===== src/rx_cfg_pkg.sv =====
// constants, register map and state types for the mii/rmii receive block
package rx_cfg_pkg;
  localparam int unsigned CLK_PERIOD_NS = 100;
  localparam int unsigned RXCLK_100_PERIOD_NS = 40;
  localparam int unsigned RXCLK_10_PERIOD_NS = 400;

  // longest half period, rounded down, never below one cycle
  function automatic int unsigned floor_cycles(input int unsigned ns);
    int unsigned c;
    c = ns / CLK_PERIOD_NS;
    return (c < 1) ? 1 : c;
  endfunction

  localparam logic [3:0] HALF_100_M1 =
    4'(floor_cycles(RXCLK_100_PERIOD_NS / 2) - 1);
  localparam logic [3:0] HALF_10_M1 =
    4'(floor_cycles(RXCLK_10_PERIOD_NS / 2) - 1);

  localparam logic [1:0] STRAP_HOLD_M1 = 2'h2;
  localparam logic [3:0] RMII_REP_100_M1 = 4'h0;
  localparam logic [3:0] RMII_REP_10_M1 = 4'h9;
  localparam logic [7:0] SFD_BYTE = 8'hab;

  // strap pin sample vector layout
  localparam int STRAP_OP0 = 0;
  localparam int STRAP_OP1 = 1;
  localparam int STRAP_OP2 = 2;
  localparam int STRAP_RMII = 3;
  localparam int STRAP_ADDR2 = 4;
  localparam int STRAP_ADDR0 = 5;
  localparam int STRAP_ADDR1 = 6;
  localparam int STRAP_W = 7;

  localparam int ADDR_W = 12;
  localparam logic [11:0] REG_CTRL = 12'h000;
  localparam logic [11:0] REG_STATUS = 12'h004;
  localparam logic [11:0] REG_FRAMES = 12'h008;
  localparam logic [11:0] REG_ERRORS = 12'h00c;

  localparam int CTRL_SPEED100 = 0;
  localparam int CTRL_FULLDUP = 1;
  localparam int CTRL_SYMBOL = 2;
  localparam int CTRL_EEE = 3;
  localparam int CTRL_SYSRST = 4;

  localparam int STAT_ADDR_LSB = 0;
  localparam int STAT_OP_LSB = 3;
  localparam int STAT_RMII = 6;
  localparam int STAT_FRAME = 7;
  localparam int STAT_RUN = 8;

  localparam logic [1:0] RESP_OKAY = 2'h0;
  localparam logic [1:0] RESP_SLVERR = 2'h2;

  typedef enum logic {PH_HOLD, PH_RUN} strap_phase_e;
endpackage


===== src/rx_timing_if.sv =====
// receive step timing between the main block and its step generator
`timescale 1ns/100ps
interface rx_timing_if;
  logic rmii;
  logic speed_100;
  logic step;
  logic rx_clk_level;
  modport ctrl (output rmii, output speed_100, input step,
    input rx_clk_level);
  modport gen (input rmii, input speed_100, output step,
    output rx_clk_level);
endinterface


===== src/mii_rmii_rx.sv =====
// mii/rmii receive pin logic with strap capture and axi4-lite registers
`timescale 1ns/100ps
// Functional notes
// - mii drives rxd bit three; rmii leaves that line without data.
// - four bits per receive clock in mii, two lowest bits in rmii.
// - interface strap low selects mii, high selects rmii.
// - management address from three pulled-down strap pins.
// - default operating mode from three pulled-up straps, one on crs_dv.
// - straps captured at power-on and system reset, held until next.
// - receive error asserted for an error within the current frame.
// - eee: error line means frame error with valid, low-power idle without.
// - symbol mode puts the fifth code-group bit on the error pin.
// - outside symbol mode the shared pin is receive error, or low-power idle with eee.
// - mii receive clock is 25 mhz at 100 mb/s, 2.5 mhz at 10; the 100 ns aclk gives 5 mhz at 100.
// - data valid only while decoded data sits on the data lines.
// - mii collision output follows a collision on the medium.
// - mii carrier sense follows carrier; defaults low.
// - rmii carrier/valid asserted while the medium is not idle.
// - rmii 10 mb/s keeps data low until the sfd byte arrives.
// - rmii 10 mb/s half duplex never echoes own transmit data.
module mii_rmii_rx (
  input wire logic aclk,
  input wire logic aresetn,
  input wire logic [11:0] s_axi_awaddr,
  input wire logic s_axi_awvalid,
  output logic s_axi_awready,
  input wire logic [31:0] s_axi_wdata,
  input wire logic [3:0] s_axi_wstrb,
  input wire logic s_axi_wvalid,
  output logic s_axi_wready,
  output logic [1:0] s_axi_bresp,
  output logic s_axi_bvalid,
  input wire logic s_axi_bready,
  input wire logic [11:0] s_axi_araddr,
  input wire logic s_axi_arvalid,
  output logic s_axi_arready,
  output logic [31:0] s_axi_rdata,
  output logic [1:0] s_axi_rresp,
  output logic s_axi_rvalid,
  input wire logic s_axi_rready,
  input wire logic [4:0] line_data,
  input wire logic line_valid,
  input wire logic line_err,
  input wire logic line_carrier,
  input wire logic line_col,
  input wire logic line_lpi,
  input wire logic line_echo,
  output logic line_ready,
  input wire logic ref_clk_in,
  input wire logic [3:0] rxd_in,
  output logic [3:0] rxd_out,
  output logic [3:0] rxd_oe_n,
  input wire logic rx_er_in,
  output logic rx_er_out,
  output logic rx_er_oe_n,
  input wire logic rx_clk_in,
  output logic rx_clk_out,
  output logic rx_clk_oe_n,
  input wire logic col_crs_dv_in,
  output logic col_crs_dv_out,
  output logic col_crs_dv_oe_n,
  output logic rx_dv,
  output logic crs,
  output logic [2:0] mgmt_addr,
  output logic [2:0] op_mode,
  output logic rmii_mode,
  output logic straps_valid
);
  typedef struct packed {
    rx_cfg_pkg::strap_phase_e phase;
    logic [1:0] hold_cnt;
    logic [6:0] pin_s1;
    logic [6:0] pin_s2;
    logic [2:0] mgmt_addr;
    logic [2:0] op_mode;
    logic rmii;
    logic speed_100;
    logic full_dup;
    logic symbol_mode;
    logic eee_en;
    logic [3:0] rxd;
    logic dv;
    logic er;
    logic cc;
    logic crs;
    logic dib_hi;
    logic [3:0] rep_cnt;
    logic [3:0] cur;
    logic [3:0] sfd_prev;
    logic sfd_seen;
    logic in_frame;
    logic frame_err;
    logic [15:0] frames;
    logic [15:0] errors;
    logic aw_held;
    logic [11:0] awaddr;
    logic w_held;
    logic [31:0] wdata;
    logic [3:0] wstrb;
    logic bvalid;
    logic [1:0] bresp;
    logic rvalid;
    logic [31:0] rdata;
    logic [1:0] rresp;
  } state_s;

  state_s r;
  state_s n;
  logic run;
  logic take;
  logic data_ok;
  logic sfd_hit;
  logic sfd_gate;
  logic [3:0] nib;
  logic er_val;
  logic [3:0] reps_m1;
  logic [6:0] pins;

  rx_timing_if tim ();

  rx_step_gen u_step (
    .aclk(aclk),
    .aresetn(aresetn),
    .ref_clk_in(ref_clk_in),
    .tim(tim)
  );

  function automatic logic is_mapped(input logic [11:0] a);
    return (a == rx_cfg_pkg::REG_CTRL) || (a == rx_cfg_pkg::REG_STATUS) ||
      (a == rx_cfg_pkg::REG_FRAMES) || (a == rx_cfg_pkg::REG_ERRORS);
  endfunction

  function automatic logic [31:0] read_word(input logic [11:0] a,
                                            input state_s s);
    logic [31:0] w;
    w = '0;
    if (a == rx_cfg_pkg::REG_CTRL) begin
      w[rx_cfg_pkg::CTRL_SPEED100] = s.speed_100;
      w[rx_cfg_pkg::CTRL_FULLDUP] = s.full_dup;
      w[rx_cfg_pkg::CTRL_SYMBOL] = s.symbol_mode;
      w[rx_cfg_pkg::CTRL_EEE] = s.eee_en;
    end else if (a == rx_cfg_pkg::REG_STATUS) begin
      w[rx_cfg_pkg::STAT_ADDR_LSB +: 3] = s.mgmt_addr;
      w[rx_cfg_pkg::STAT_OP_LSB +: 3] = s.op_mode;
      w[rx_cfg_pkg::STAT_RMII] = s.rmii;
      w[rx_cfg_pkg::STAT_FRAME] = s.in_frame;
      w[rx_cfg_pkg::STAT_RUN] = (s.phase == rx_cfg_pkg::PH_RUN);
    end else if (a == rx_cfg_pkg::REG_FRAMES) begin
      w[15:0] = s.frames;
    end else if (a == rx_cfg_pkg::REG_ERRORS) begin
      w[15:0] = s.errors;
    end
    return w;
  endfunction

  assign tim.rmii = r.rmii;
  assign tim.speed_100 = r.speed_100;
  assign run = (r.phase == rx_cfg_pkg::PH_RUN);
  // rmii takes a fresh nibble only once both dibits are out
  assign line_ready = run & tim.step &
    (~r.rmii | ((r.rep_cnt == '0) & ~r.dib_hi));
  assign take = line_ready;

  // strap pins, in the order of the sample vector
  assign pins = {rx_clk_in, rx_er_in, rxd_in[3], rxd_in[2],
                 col_crs_dv_in, rxd_in[1], rxd_in[0]};

  always_comb begin
    n = r;
    n.pin_s1 = pins;
    n.pin_s2 = r.pin_s1;
    // own transmit echo is dropped in rmii 10 mb/s half duplex, never shown as received data
    data_ok = line_valid & ~(r.rmii & ~r.speed_100 & ~r.full_dup &
      line_echo);
    sfd_hit = data_ok & ({line_data[3:0], r.sfd_prev} ==
      rx_cfg_pkg::SFD_BYTE);
    sfd_gate = ~r.rmii | r.speed_100 | r.sfd_seen | sfd_hit;
    nib = (data_ok & sfd_gate) ? line_data[3:0] : 4'h0;
    if (r.symbol_mode) begin
      er_val = line_valid & line_data[4];
    end else if (data_ok) begin
      er_val = line_err;
    end else begin
      er_val = r.eee_en & line_lpi;
    end
    reps_m1 = r.speed_100 ? rx_cfg_pkg::RMII_REP_100_M1
                          : rx_cfg_pkg::RMII_REP_10_M1;

    if (r.phase == rx_cfg_pkg::PH_HOLD) begin
      // pins released while the straps settle through the synchroniser
      n.rxd = '0;
      n.dv = 1'b0;
      n.er = 1'b0;
      n.cc = 1'b0;
      n.crs = 1'b0;
      n.dib_hi = 1'b0;
      n.rep_cnt = '0;
      n.in_frame = 1'b0;
      n.frame_err = 1'b0;
      n.sfd_seen = 1'b0;
      n.hold_cnt = r.hold_cnt + 2'h1;
      if (r.hold_cnt == rx_cfg_pkg::STRAP_HOLD_M1) begin
        n.phase = rx_cfg_pkg::PH_RUN;
        n.rmii = r.pin_s2[rx_cfg_pkg::STRAP_RMII];
        n.mgmt_addr = {r.pin_s2[rx_cfg_pkg::STRAP_ADDR2],
                       r.pin_s2[rx_cfg_pkg::STRAP_ADDR1],
                       r.pin_s2[rx_cfg_pkg::STRAP_ADDR0]};
        n.op_mode = {r.pin_s2[rx_cfg_pkg::STRAP_OP2],
                     r.pin_s2[rx_cfg_pkg::STRAP_OP1],
                     r.pin_s2[rx_cfg_pkg::STRAP_OP0]};
        n.speed_100 = r.pin_s2[rx_cfg_pkg::STRAP_OP0];
        n.full_dup = r.pin_s2[rx_cfg_pkg::STRAP_OP1];
        n.eee_en = r.pin_s2[rx_cfg_pkg::STRAP_OP2];
      end
    end else if (tim.step) begin
      n.crs = r.rmii ? 1'b0 : line_carrier;
      n.cc = r.rmii ? line_carrier : line_col;
      if (take) begin
        n.er = er_val;
        n.sfd_prev = data_ok ? line_data[3:0] : 4'h0;
        n.sfd_seen = line_valid & (r.sfd_seen | sfd_hit);
        if (!line_valid) begin
          n.in_frame = 1'b0;
          n.frame_err = 1'b0;
        end else if (data_ok && !r.in_frame) begin
          n.in_frame = 1'b1;
          n.frames = r.frames + 16'h0001;
        end
        if (data_ok && line_err && !r.frame_err) begin
          n.frame_err = 1'b1;
          n.errors = r.errors + 16'h0001;
        end
      end
      if (!r.rmii) begin
        n.rxd = nib;
        n.dv = data_ok;
      end else if (r.rep_cnt != '0) begin
        // 10 mb/s rmii repeats each dibit on ten reference edges
        n.rep_cnt = r.rep_cnt - 4'h1;
      end else if (!r.dib_hi) begin
        n.cur = nib;
        n.rxd = {2'h0, nib[1:0]};
        n.dv = data_ok;
        n.dib_hi = 1'b1;
        n.rep_cnt = reps_m1;
      end else begin
        n.rxd = {2'h0, r.cur[3:2]};
        n.dib_hi = 1'b0;
        n.rep_cnt = reps_m1;
      end
    end

    if (s_axi_awvalid && s_axi_awready) begin
      n.aw_held = 1'b1;
      n.awaddr = s_axi_awaddr;
    end
    if (s_axi_wvalid && s_axi_wready) begin
      n.w_held = 1'b1;
      n.wdata = s_axi_wdata;
      n.wstrb = s_axi_wstrb;
    end
    if (r.bvalid && s_axi_bready) begin
      n.bvalid = 1'b0;
    end
    if (r.aw_held && r.w_held && !r.bvalid) begin
      n.aw_held = 1'b0;
      n.w_held = 1'b0;
      n.bvalid = 1'b1;
      n.bresp = is_mapped(r.awaddr) ? rx_cfg_pkg::RESP_OKAY
                                    : rx_cfg_pkg::RESP_SLVERR;
      if (r.awaddr == rx_cfg_pkg::REG_CTRL && r.wstrb[0]) begin
        n.speed_100 = r.wdata[rx_cfg_pkg::CTRL_SPEED100];
        n.full_dup = r.wdata[rx_cfg_pkg::CTRL_FULLDUP];
        n.symbol_mode = r.wdata[rx_cfg_pkg::CTRL_SYMBOL];
        n.eee_en = r.wdata[rx_cfg_pkg::CTRL_EEE];
        if (r.wdata[rx_cfg_pkg::CTRL_SYSRST]) begin
          n.phase = rx_cfg_pkg::PH_HOLD;
          n.hold_cnt = '0;
        end
      end
    end
    if (r.rvalid && s_axi_rready) begin
      n.rvalid = 1'b0;
    end else if (s_axi_arvalid && !r.rvalid) begin
      n.rvalid = 1'b1;
      n.rdata = read_word(s_axi_araddr, r);
      n.rresp = is_mapped(s_axi_araddr) ? rx_cfg_pkg::RESP_OKAY
                                        : rx_cfg_pkg::RESP_SLVERR;
    end
  end

  always_ff @(posedge aclk) begin
    if (!aresetn) begin
      r <= '0;
    end else begin
      r <= n;
    end
  end

  assign s_axi_awready = ~r.aw_held & ~r.bvalid;
  assign s_axi_wready = ~r.w_held & ~r.bvalid;
  assign s_axi_bvalid = r.bvalid;
  assign s_axi_bresp = r.bresp;
  assign s_axi_arready = ~r.rvalid;
  assign s_axi_rvalid = r.rvalid;
  assign s_axi_rdata = r.rdata;
  assign s_axi_rresp = r.rresp;

  assign rxd_out = r.rxd;
  assign rxd_oe_n[1:0] = {2{~run}};
  // upper nibble lines idle in rmii
  assign rxd_oe_n[3:2] = {2{~(run & ~r.rmii)}};
  assign rx_er_out = r.er;
  assign rx_er_oe_n = ~run;
  assign rx_clk_out = tim.rx_clk_level;
  assign rx_clk_oe_n = ~(run & ~r.rmii);
  assign col_crs_dv_out = r.cc;
  assign col_crs_dv_oe_n = ~run;
  assign rx_dv = r.dv;
  assign crs = r.crs;
  assign mgmt_addr = r.mgmt_addr;
  assign op_mode = r.op_mode;
  assign rmii_mode = r.rmii;
  assign straps_valid = run;
endmodule // mii_rmii_rx


===== src/rx_step_gen.sv =====
// receive clock divider and rmii reference clock edge finder
`timescale 1ns/100ps
module rx_step_gen (
  input wire logic aclk,
  input wire logic aresetn,
  input wire logic ref_clk_in,
  rx_timing_if.gen tim
);
  typedef struct packed {
    logic s1;
    logic s2;
    logic s3;
    logic [3:0] div_cnt;
    logic lvl;
  } gen_s;

  gen_s r;
  gen_s n;
  logic [3:0] half_m1;
  logic at_end;

  assign half_m1 = tim.speed_100 ? rx_cfg_pkg::HALF_100_M1
                                 : rx_cfg_pkg::HALF_10_M1;
  assign at_end = (r.div_cnt >= half_m1);
  // mii: step on the edge where the clock falls, data settles for rise
  assign tim.step = tim.rmii ? (r.s2 & ~r.s3) : (r.lvl & at_end);
  assign tim.rx_clk_level = r.lvl;

  always_comb begin
    n = r;
    n.s1 = ref_clk_in;
    n.s2 = r.s1;
    n.s3 = r.s2;
    if (tim.rmii) begin
      n.div_cnt = '0;
      n.lvl = 1'b0;
    end else if (at_end) begin
      n.div_cnt = '0;
      n.lvl = ~r.lvl;
    end else begin
      n.div_cnt = r.div_cnt + 4'h1;
    end
  end

  always_ff @(posedge aclk) begin
    if (!aresetn) begin
      r <= '0;
    end else begin
      r <= n;
    end
  end
endmodule // rx_step_gen


===== config.mk =====
export PLATFORM = sky130hd
export DESIGN_NAME = mii_rmii_rx
export DESIGN_NICKNAME = d
export VERILOG_FILES = /design/src/rx_cfg_pkg.sv /design/src/rx_timing_if.sv /design/src/mii_rmii_rx.sv /design/src/rx_step_gen.sv
export SDC_FILE = /design/constraint.sdc
export NUM_CORES = 1
export LEC_CHECK = 0
export BUFFER_PORTS_ARGS = -buffer_cell sky130_fd_sc_hd__buf_2
export CAP_MARGIN = 20
export CORE_ASPECT_RATIO = 1.25
export CORE_MARGIN = 3
export CORE_UTILIZATION = 48
export DETAILED_ROUTE_END_ITERATION = 10
export PLACE_DENSITY = 0.78
export SYNTH_ARGS = -nofsm -noshare
export SYNTH_HDL_FRONTEND = slang
export SYNTH_SLANG_ARGS = --single-unit

===== constraint.sdc =====
create_clock -name aclk -period 2.2 [get_ports aclk]
set_input_delay 0.33 -clock aclk [delete_from_list [all_inputs] [get_ports aclk]]
set_output_delay 0.33 -clock aclk [all_outputs]
set_load 0.02 [all_outputs]

==> results of run 1 <==
==> power groups by stage <==
stage	combinational [W]	sequential, W	clock [W]
detailed placement	0.000799	0.00257	0
finish	0.000897	0.00253	0.00263
CTS	0.000840	0.00253	0.00267
global placement	0.000782	0.00257	0
global route	0.000986	0.00254	0.00278
floorplan	0.000588	0.00257	0
==> critical path: cells and delay by family (launching register included) <==
| kind | cells | cell delay [ps] |
|---|---|---|
| buffers and inverters | 3 | 260 |
| adder cells (fa/ha/maj) | 1 | 120 |
| AO/OA/AOI/OAI | 2 | 410 |
| flip-flops | 1 | 320 |
| AND/OR/NAND/NOR | 1 | 450 |
==> sequential cells by signal, summed over array words and instances, names as in the netlist, 2 cells and up <==
register,cells
rxd_out,4
s_axi_rdata,16
r,78
n,7
op_mode,3
u_step.r,5
mgmt_addr,3
u_step.n,2
==> Yosys cell counts (9+ instances only) <==
cell        n
o21ai_0    28
dfxtp_1   130
clkbuf_1   25
buf_4      51
nor2_1     53
and2_1     21
nand2_1   102
mux2i_1    28
o31ai_1     9
inv_1      17
nand4_1    14
nand2b_1   13
nand3_1    24
a21oi_1    61
or4_1      10
==> area by class of cell <==
cell class	count	area, um^2	share of cell area
sequential	130	2610	0.366
inverter	18	70.1	0.00984
tap	161	201	0.0283
timing repair buffer	140	816	0.115
multi-input combinational	483	2870	0.403
clock inverter	15	135	0.0190
clock buffer	17	425	0.0597
==> logic make-up (layout without fill, tap and decap cells) <==
group           after synthesis  after routing
fa+ha+maj                     5              5
buf+inv                      99            190
simple gates                280            280
xor+xnor                     10             10
compound gates              134            136
flops                       130            130
other cells                   1             19
mux                          33             33
==> routing by layer <==
| metal | wire length (um) | global-route usage | share of wire | vias up |
|---|---|---|---|---|
| met2 | 7180 | 0.355 | 0.50 | 174 |
| met1 | 6020 | 0.262 | 0.42 | 2419 |
| li1 | - | - | - | 2549 |
| met5 | 0 | 0 | 0 | - |
| met4 | 206 | 0.0826 | 0.014 | 0 |
| met3 | 823 | 0.0458 | 0.058 | 21 |
==> per-stage QoR <==
stage	utilization	std cells
floorplan	-	710
global placement	0.538	921
detailed placement	0.538	921
CTS	0.595	958
global route	0.604	964
finish	0.604	964
==> cell usage in the layout, fill, tap and decap left out, types with 4 or more instances in the layout <==
cell | netlist | final
o21ai_0 | 28 | 25
a21o_1 | 5 | 4
or4_1 | 10 | 8
nor3_1 | 7 | 6
ha_1 | 5 | 4
a21oi_1 | 61 | 58
nor2b_1 | 7 | 7
clkbuf_16 | 0 | 17
or3_1 | 8 | 7
conb_1 | 1 | 19
nor4_1 | 6 | 6
o31ai_1 | 9 | 9
buf_2 | 2 | 102
nand4_1 | 14 | 14
nand3_1 | 24 | 24
a22oi_1 | 5 | 5
buf_4 | 51 | 35
and2_1 | 21 | 21
inv_1 | 17 | 14
clkinvlp_4 | 0 | 5
mux2i_1 | 28 | 28
xor2_1 | 5 | 5
nand2b_1 | 13 | 13
dfxtp_1 | 130 | 127
nand2_1 | 102 | 102
xnor2_1 | 5 | 5
nor2_1 | 53 | 52
mux2_2 | 4 | 4
==> worst paths after layout <==
check / cells past startpoint / slack [ps] / endpoint
worst max-delay path: 7 / -110 / line_ready
worst min-delay path: 2 / 100 / s_axi_rvalid$_SDFFE_PP0P_
worst max register to register: 5 / -20 / r[108]$_SDFFE_PN0P_
worst min register to register: 1 / 430 / r[161]$_SDFF_PN0_
==> what timing repair did <==
item / in CTS / in global routing
gates resized for setup: 22 / 14
hold buffers: 0 / 0
pin swaps: 14 / 5
endpoints found under the hold margin: 0 / 0
gates cloned: 1 / 1
buffers inserted: 5 / 5
endpoints found under the setup margin: 15 / 21
==> metrics.md, run 1 <==
| Metric | Value |
|---|---|
| Largest cells by area after synthesis | `dfxtp_1 (44%), buf_4 (6.5%), nand2_1 (6.5%)` |
| Pins Over Slew Limit | `0` |
| CTS Buf Count | `17` |
| Final setup fails | `4` |
| Clock latency on the worst-skew pair | `410 ps` |
| Final Cycle Share | `1.05` |
| Yosys reg bits | `130` |
| Multiplexer share of the synthesized area | `0.0595` |
| Die area | `between 0.01 and 0.015 mm^2` |
| Sum Neg Setup Slack | `-148 ps` |
| CP peak stage delay | `between 400 and 500 ps` |
| Filler cells | `between 1000 and 1500` |
| Vias in the first global route | `4759` |
| Longest Clk Path Bufs | `2` |
| Synth Area in XOR/XNOR | `0.0150` |
| Tot Pwr | `0.00605 W` |
| Crit Path Max Fanout | `2` |
| Setup crit end kind | `output pin` |
| CP max stage cell | `or4b_4` |
| Initial drt markers | `301` |
| Fmax achieved | `433 MHz` |
| CTS tree | `yes` |
| Worst-path clk slew | `60 ps` |
| Ant. Diodes | `0` |
| Failing checks | `negative setup slack` |
| Grt ovf | `0` |
| Die Y | `around 130 um` |
| Share of cells above drive strength 1 | `0.259` |
| Syn avg cell area | `roughly 8.5 um^2` |
| Top cell type by total area after synthesis | `dfxtp_1` |
| DP Worst Slack | `-137 ps` |
| Dpl hpwl | `9880 um` |
| Critical Path RT | `between 1500 and 2000 ps` |
| DR DRC count | `0` |
| Synth top area share | `0.445` |
| Routed wire per std cell | `14.8 um` |
| Initial Utilization | `0.496` |
| Final Hold Fails | `0` |
| Cells after Synth | `692` |
| First-pass GRT wire length | `22800 um` |
| Max_cap viols | `0` |
| Flop pwr share | `0.418` |
| Worst Path Arrival | `1980 ps` |
| Slew margin rel. | `0.593` |
| Worst slew pin tran | `609 ps` |
| Routed vias/inst | `5.36` |
| Post-synthesis adder-cell area fraction | `0.0107` |
| Largest family of logic cells by synthesized area | `simple AND/OR/NAND/NOR gates` |
| Routability cong. | `0.847` |
| Clk Tree Root Cell | `clkbuf_16` |
| Area Growth Syn to Fin | `21.7%` |
| Netlist cell types | `58` |
| Unrepaired setup endpoints after global routing | `true` |
| Fin area | `0.00712 mm^2` |
| Simple-gate share of the synthesized area | `0.234` |
| GRT Overall Usage | `0.210` |
| Switching power total | `0.00171 W` |
| Min Tclk post-route | `2310 ps` |
| Clock sinks | `130` |
| DP Area | `0.00634 mm^2` |
| Setup ws final | `-109 ps` |
| Int Pwr | `about 0.0043 W` |
| Reg2reg start | `r[131]$_SDFFE_PN0P_` |
| Clock Skew | `8.61 ps` |
| I/O pins | `152` |
| Drt pass-1 iters | `5` |
| Largest net degree at the start of global routing | `36` |
| Sequential fraction of the synthesis area | `0.445` |
| Remaining antenna violation count | `0` |
| Hold Path Origin | `s_axi_rready` |
| Switch share | `0.282` |
| Startpoint types | `flip-flop` |
| Outcome | `finished, violations left` |
| Gate power share | `0.148` |
| Cell breakdown of the critical path | `inv_2 > ha_4 > or4b_4 > o21a_1 > o21ai_2 > inv_4 > buf_6` |
| Mapped Area | `0.00585 mm^2` |
| Power per cell area | `850 mW/mm^2` |
| Via count | `5163` |
| Compound-Gate Fraction of Synth Area | `0.137` |
| Number of synthesized flops with an enable pin | `0` |
| Standard-cell rows | `44` |
| Async set-reset flop share out of synthesis | `0` |
| Die Wd | `105 um` |
| H-tree depth | `4` |
| P_leak | `2.83 nW` |
| YS warnings | `0` |
| Commonest register cell after synthesis | `dfxtp_1` |
| Hold Path Class | `in -> reg` |
| Maximum VDD drop | `about 540 uV` |
| Core area | `0.0118 mm^2` |
| Clock power share | `0.434` |
| Min Hold Slack | `97.4 ps` |
| Kind of critical path | `reg -> out` |
| Worst Setup SP | `u_step.r[1]$_SDFF_PP0_` |
| Port Buf Inserts | `roughly 100` |
| Detailed Route WL | `between 10000 and 15000 um` |
| Final net count | `881` |
| Initial antenna violation count | `0` |
Note: power is estimated with default switching activity, not from simulation.
==> run 2, diff against run 1 <==
Settings changed: CTS_CLUSTER_DIAMETER set to 150, REMOVE_ABC_BUFFERS set to 1.
==> metrics.md, run 2 (same netlist as run 1, synthesis figures left out) <==
| Metric | Value |
|---|---|
| Outcome | `finished, violations left` |
| Failing checks | `negative setup slack` |
| Setup crit end kind | `output pin` |
| Worst-path clk slew | `60 ps (about the same)` |
| Fin area | `0.00715 mm^2 (+0.40%)` |
| Routed vias/inst | `5.33 (-0.57%)` |
| Unrepaired setup endpoints after global routing | `true` |
| CP peak stage delay | `450 ps (about the same)` |
| Drt pass-1 iters | `5 (unchanged)` |
| Vias in the first global route | `4774 (+0.32%)` |
| Largest net degree at the start of global routing | `35 (-2.8%)` |
| H-tree depth | `4 (unchanged)` |
| Core area | `0.0118 mm^2 (unchanged)` |
| First-pass GRT wire length | `22600 um (-0.67%)` |
| Clk Tree Root Cell | `clkbuf_16` |
| Maximum VDD drop | `543 uV (about the same)` |
| Most common cell after layout, fill and taps aside | `dfxtp_1` |
| DR DRC count | `0 (unchanged)` |
| Die Y | `129 um (unchanged)` |
| Dpl hpwl | `9990 um (+1.1%)` |
| Area Growth Syn to Fin | `22.2%` |
| Largest register FFs | `78 (unchanged)` |
| Remaining antenna violation count | `0 (unchanged)` |
| Clock latency on the worst-skew pair | `410 ps (about the same)` |
| CTS tree | `yes` |
| DP Worst Slack | `-53.7 ps (+83.5 ps)` |
| Tot Pwr | `0.00620 W (+2.5%)` |
| I/O pins | `152 (unchanged)` |
| Longest Clk Path Bufs | `2 (unchanged)` |
| Worst slew pin tran | `577 ps (-32.0 ps)` |
| Buf+Inv Stages, Crit Path | `3 (unchanged)` |
| Grt ovf | `0 (unchanged)` |
| Routed wire per std cell | `14.6 um (-0.90%)` |
| Reg with most FFs | `r` |
| Initial antenna violation count | `0 (unchanged)` |
| Clock Skew | `6.08 ps (-2.53 ps)` |
| Cell mode on critical path | `inv_2` |
| Startpoint types | `flip-flop` |
| Final net count | `879 (-0.23%)` |
| Initial Utilization | `0.496 (unchanged)` |
| Clock sinks | `130 (unchanged)` |
| Hold Path Class | `in -> reg` |
| Min Tclk post-route | `2290 ps (-17.4 ps)` |
| Most frequent cells in the layout | `dfxtp_1 (127), buf_2 (103), nand2_1 (102), a21oi_1 (57), nor2_1 (53)` |
| Detailed Route WL | `14100 um (-1.1%)` |
| Setup ws final | `-91.6 ps (+17.4 ps)` |
| Kind of critical path | `reg -> out` |
| Final setup fails | `1 (-3)` |
| Power per cell area | `867 mW/mm^2 (+2.1%)` |
| Routability cong. | `0.837 (-1.1%)` |
| CP top delay family | `simple AND/OR/NAND/NOR gates` |
| Port Buf Inserts | `103 (unchanged)` |
| CP max stage cell | `or4b_4` |
| Crit Path Max Fanout | `2 (unchanged)` |
| Standard-cell rows | `44 (unchanged)` |
| DP Cell Count | `924 (+0.33%)` |
| Die area | `0.0136 mm^2 (unchanged)` |
| GRT Overall Usage | `0.208 (-0.00206)` |
| Fmax achieved | `436 MHz (+0.76%)` |
| Cell breakdown of the critical path | `inv_2 > ha_4 > or4b_4 > o21a_1 > o21ai_2 > inv_2 > buf_6` |
| P_leak | `2.84 nW (+0.57%)` |
| Critical Path RT | `1870 ps (about the same)` |
| Ant. Diodes | `0 (unchanged)` |
| Via count | `5123 (-0.77%)` |
| Pins Over Slew Limit | `0 (unchanged)` |
| Max_cap viols | `0 (unchanged)` |
| Final Cycle Share | `1.04 (-0.00789)` |
| DP Area | `0.00637 mm^2 (+0.55%)` |
| Worst Path Arrival | `1960 ps (-20 ps)` |
| Initial drt markers | `322 (+7.0%)` |
| Share of cells above drive strength 1 | `0.267 (+0.00814)` |
| CTS Buf Count | `17 (unchanged)` |
| Final cell count without fillers | `962 (-0.21%)` |
| Slew margin rel. | `0.614 (+0.0214)` |
| CTS hold repair buffers | `0 (unchanged)` |
| Final Hold Fails | `0 (unchanged)` |
| Die Wd | `105 um (unchanged)` |
## run 2: cell count changes in the layout (fill, tap and decap cells not counted), sizes merged
cell	previous run	this run
buf	140	139
clkinv	6	1
inv	21	26
clkinvlp	5	4
bufinv	1	2
a211o	3	2
## run 2: area by class of cell
| cell class | count | area [um^2] |
|---|---|---|
| inverter | 18 | 67.6 |
| tap | 161 | 201 |
| timing repair buffer | 139 | 802 |
| multi-input combinational | 482 | 2880 |
| clock inverter | 15 | 171 |
| sequential | 130 | 2610 |
| clock buffer | 17 | 425 |
| fill | 1021 | 4630 |
## run 2: where the power goes
part	internal [W]	switching, W	leakage, nW	total [W]
Combinational	0.000312	0.000548	1.50	0.000860
Clock	0.00170	0.00112	0.280	0.00282
Sequential	0.00245	0.0000730	1.06	0.00252
Total	0.00446	0.00174	2.84	0.00620
## run 2: final timing paths
path | depth (start not counted) | slack [ps] | startpoint | endpoint
hold reg to reg | 1 | 430 | n[160]$_SDFF_PN0_ | r[160]$_SDFF_PN0_
setup / recovery | 7 | -90 | tim.speed_100$_SDFF_PN0_ | line_ready
setup reg to reg | 7 | 10 | r[134]$_SDFFE_PN0P_ | r[112]$_SDFFE_PN0P_
hold / removal | 2 | 90 | s_axi_rready | s_axi_rvalid$_SDFFE_PP0P_
## run 2: what timing repair did
action | 4_1_cts | 5_1_grt
buffers inserted | 2 | 3
pin swaps | 3 | 17
setup endpoints to repair | 12 | 24
hold endpoints to repair | 0 | 0
cloned | 0 | 1
resized for setup | 14 | 31
## run 2: metrics by stage
step	setup TNS (ps)	util	hold WS (ps)
6_report	-91.6	0.607	94.9
5_1_grt	-461	0.607	81.9
4_1_cts	-154	0.597	80.9
3_5_place_dp	-229	0.541	417
3_3_place_gp	-140	0.541	414
2_1_floorplan	-7800	-	412
## run 2: per-layer routing
layer  wire, um  track usage
met2       7250        0.367
met4        295       0.0819
met3       1010       0.0613
met1       5510        0.237
met5          0            0
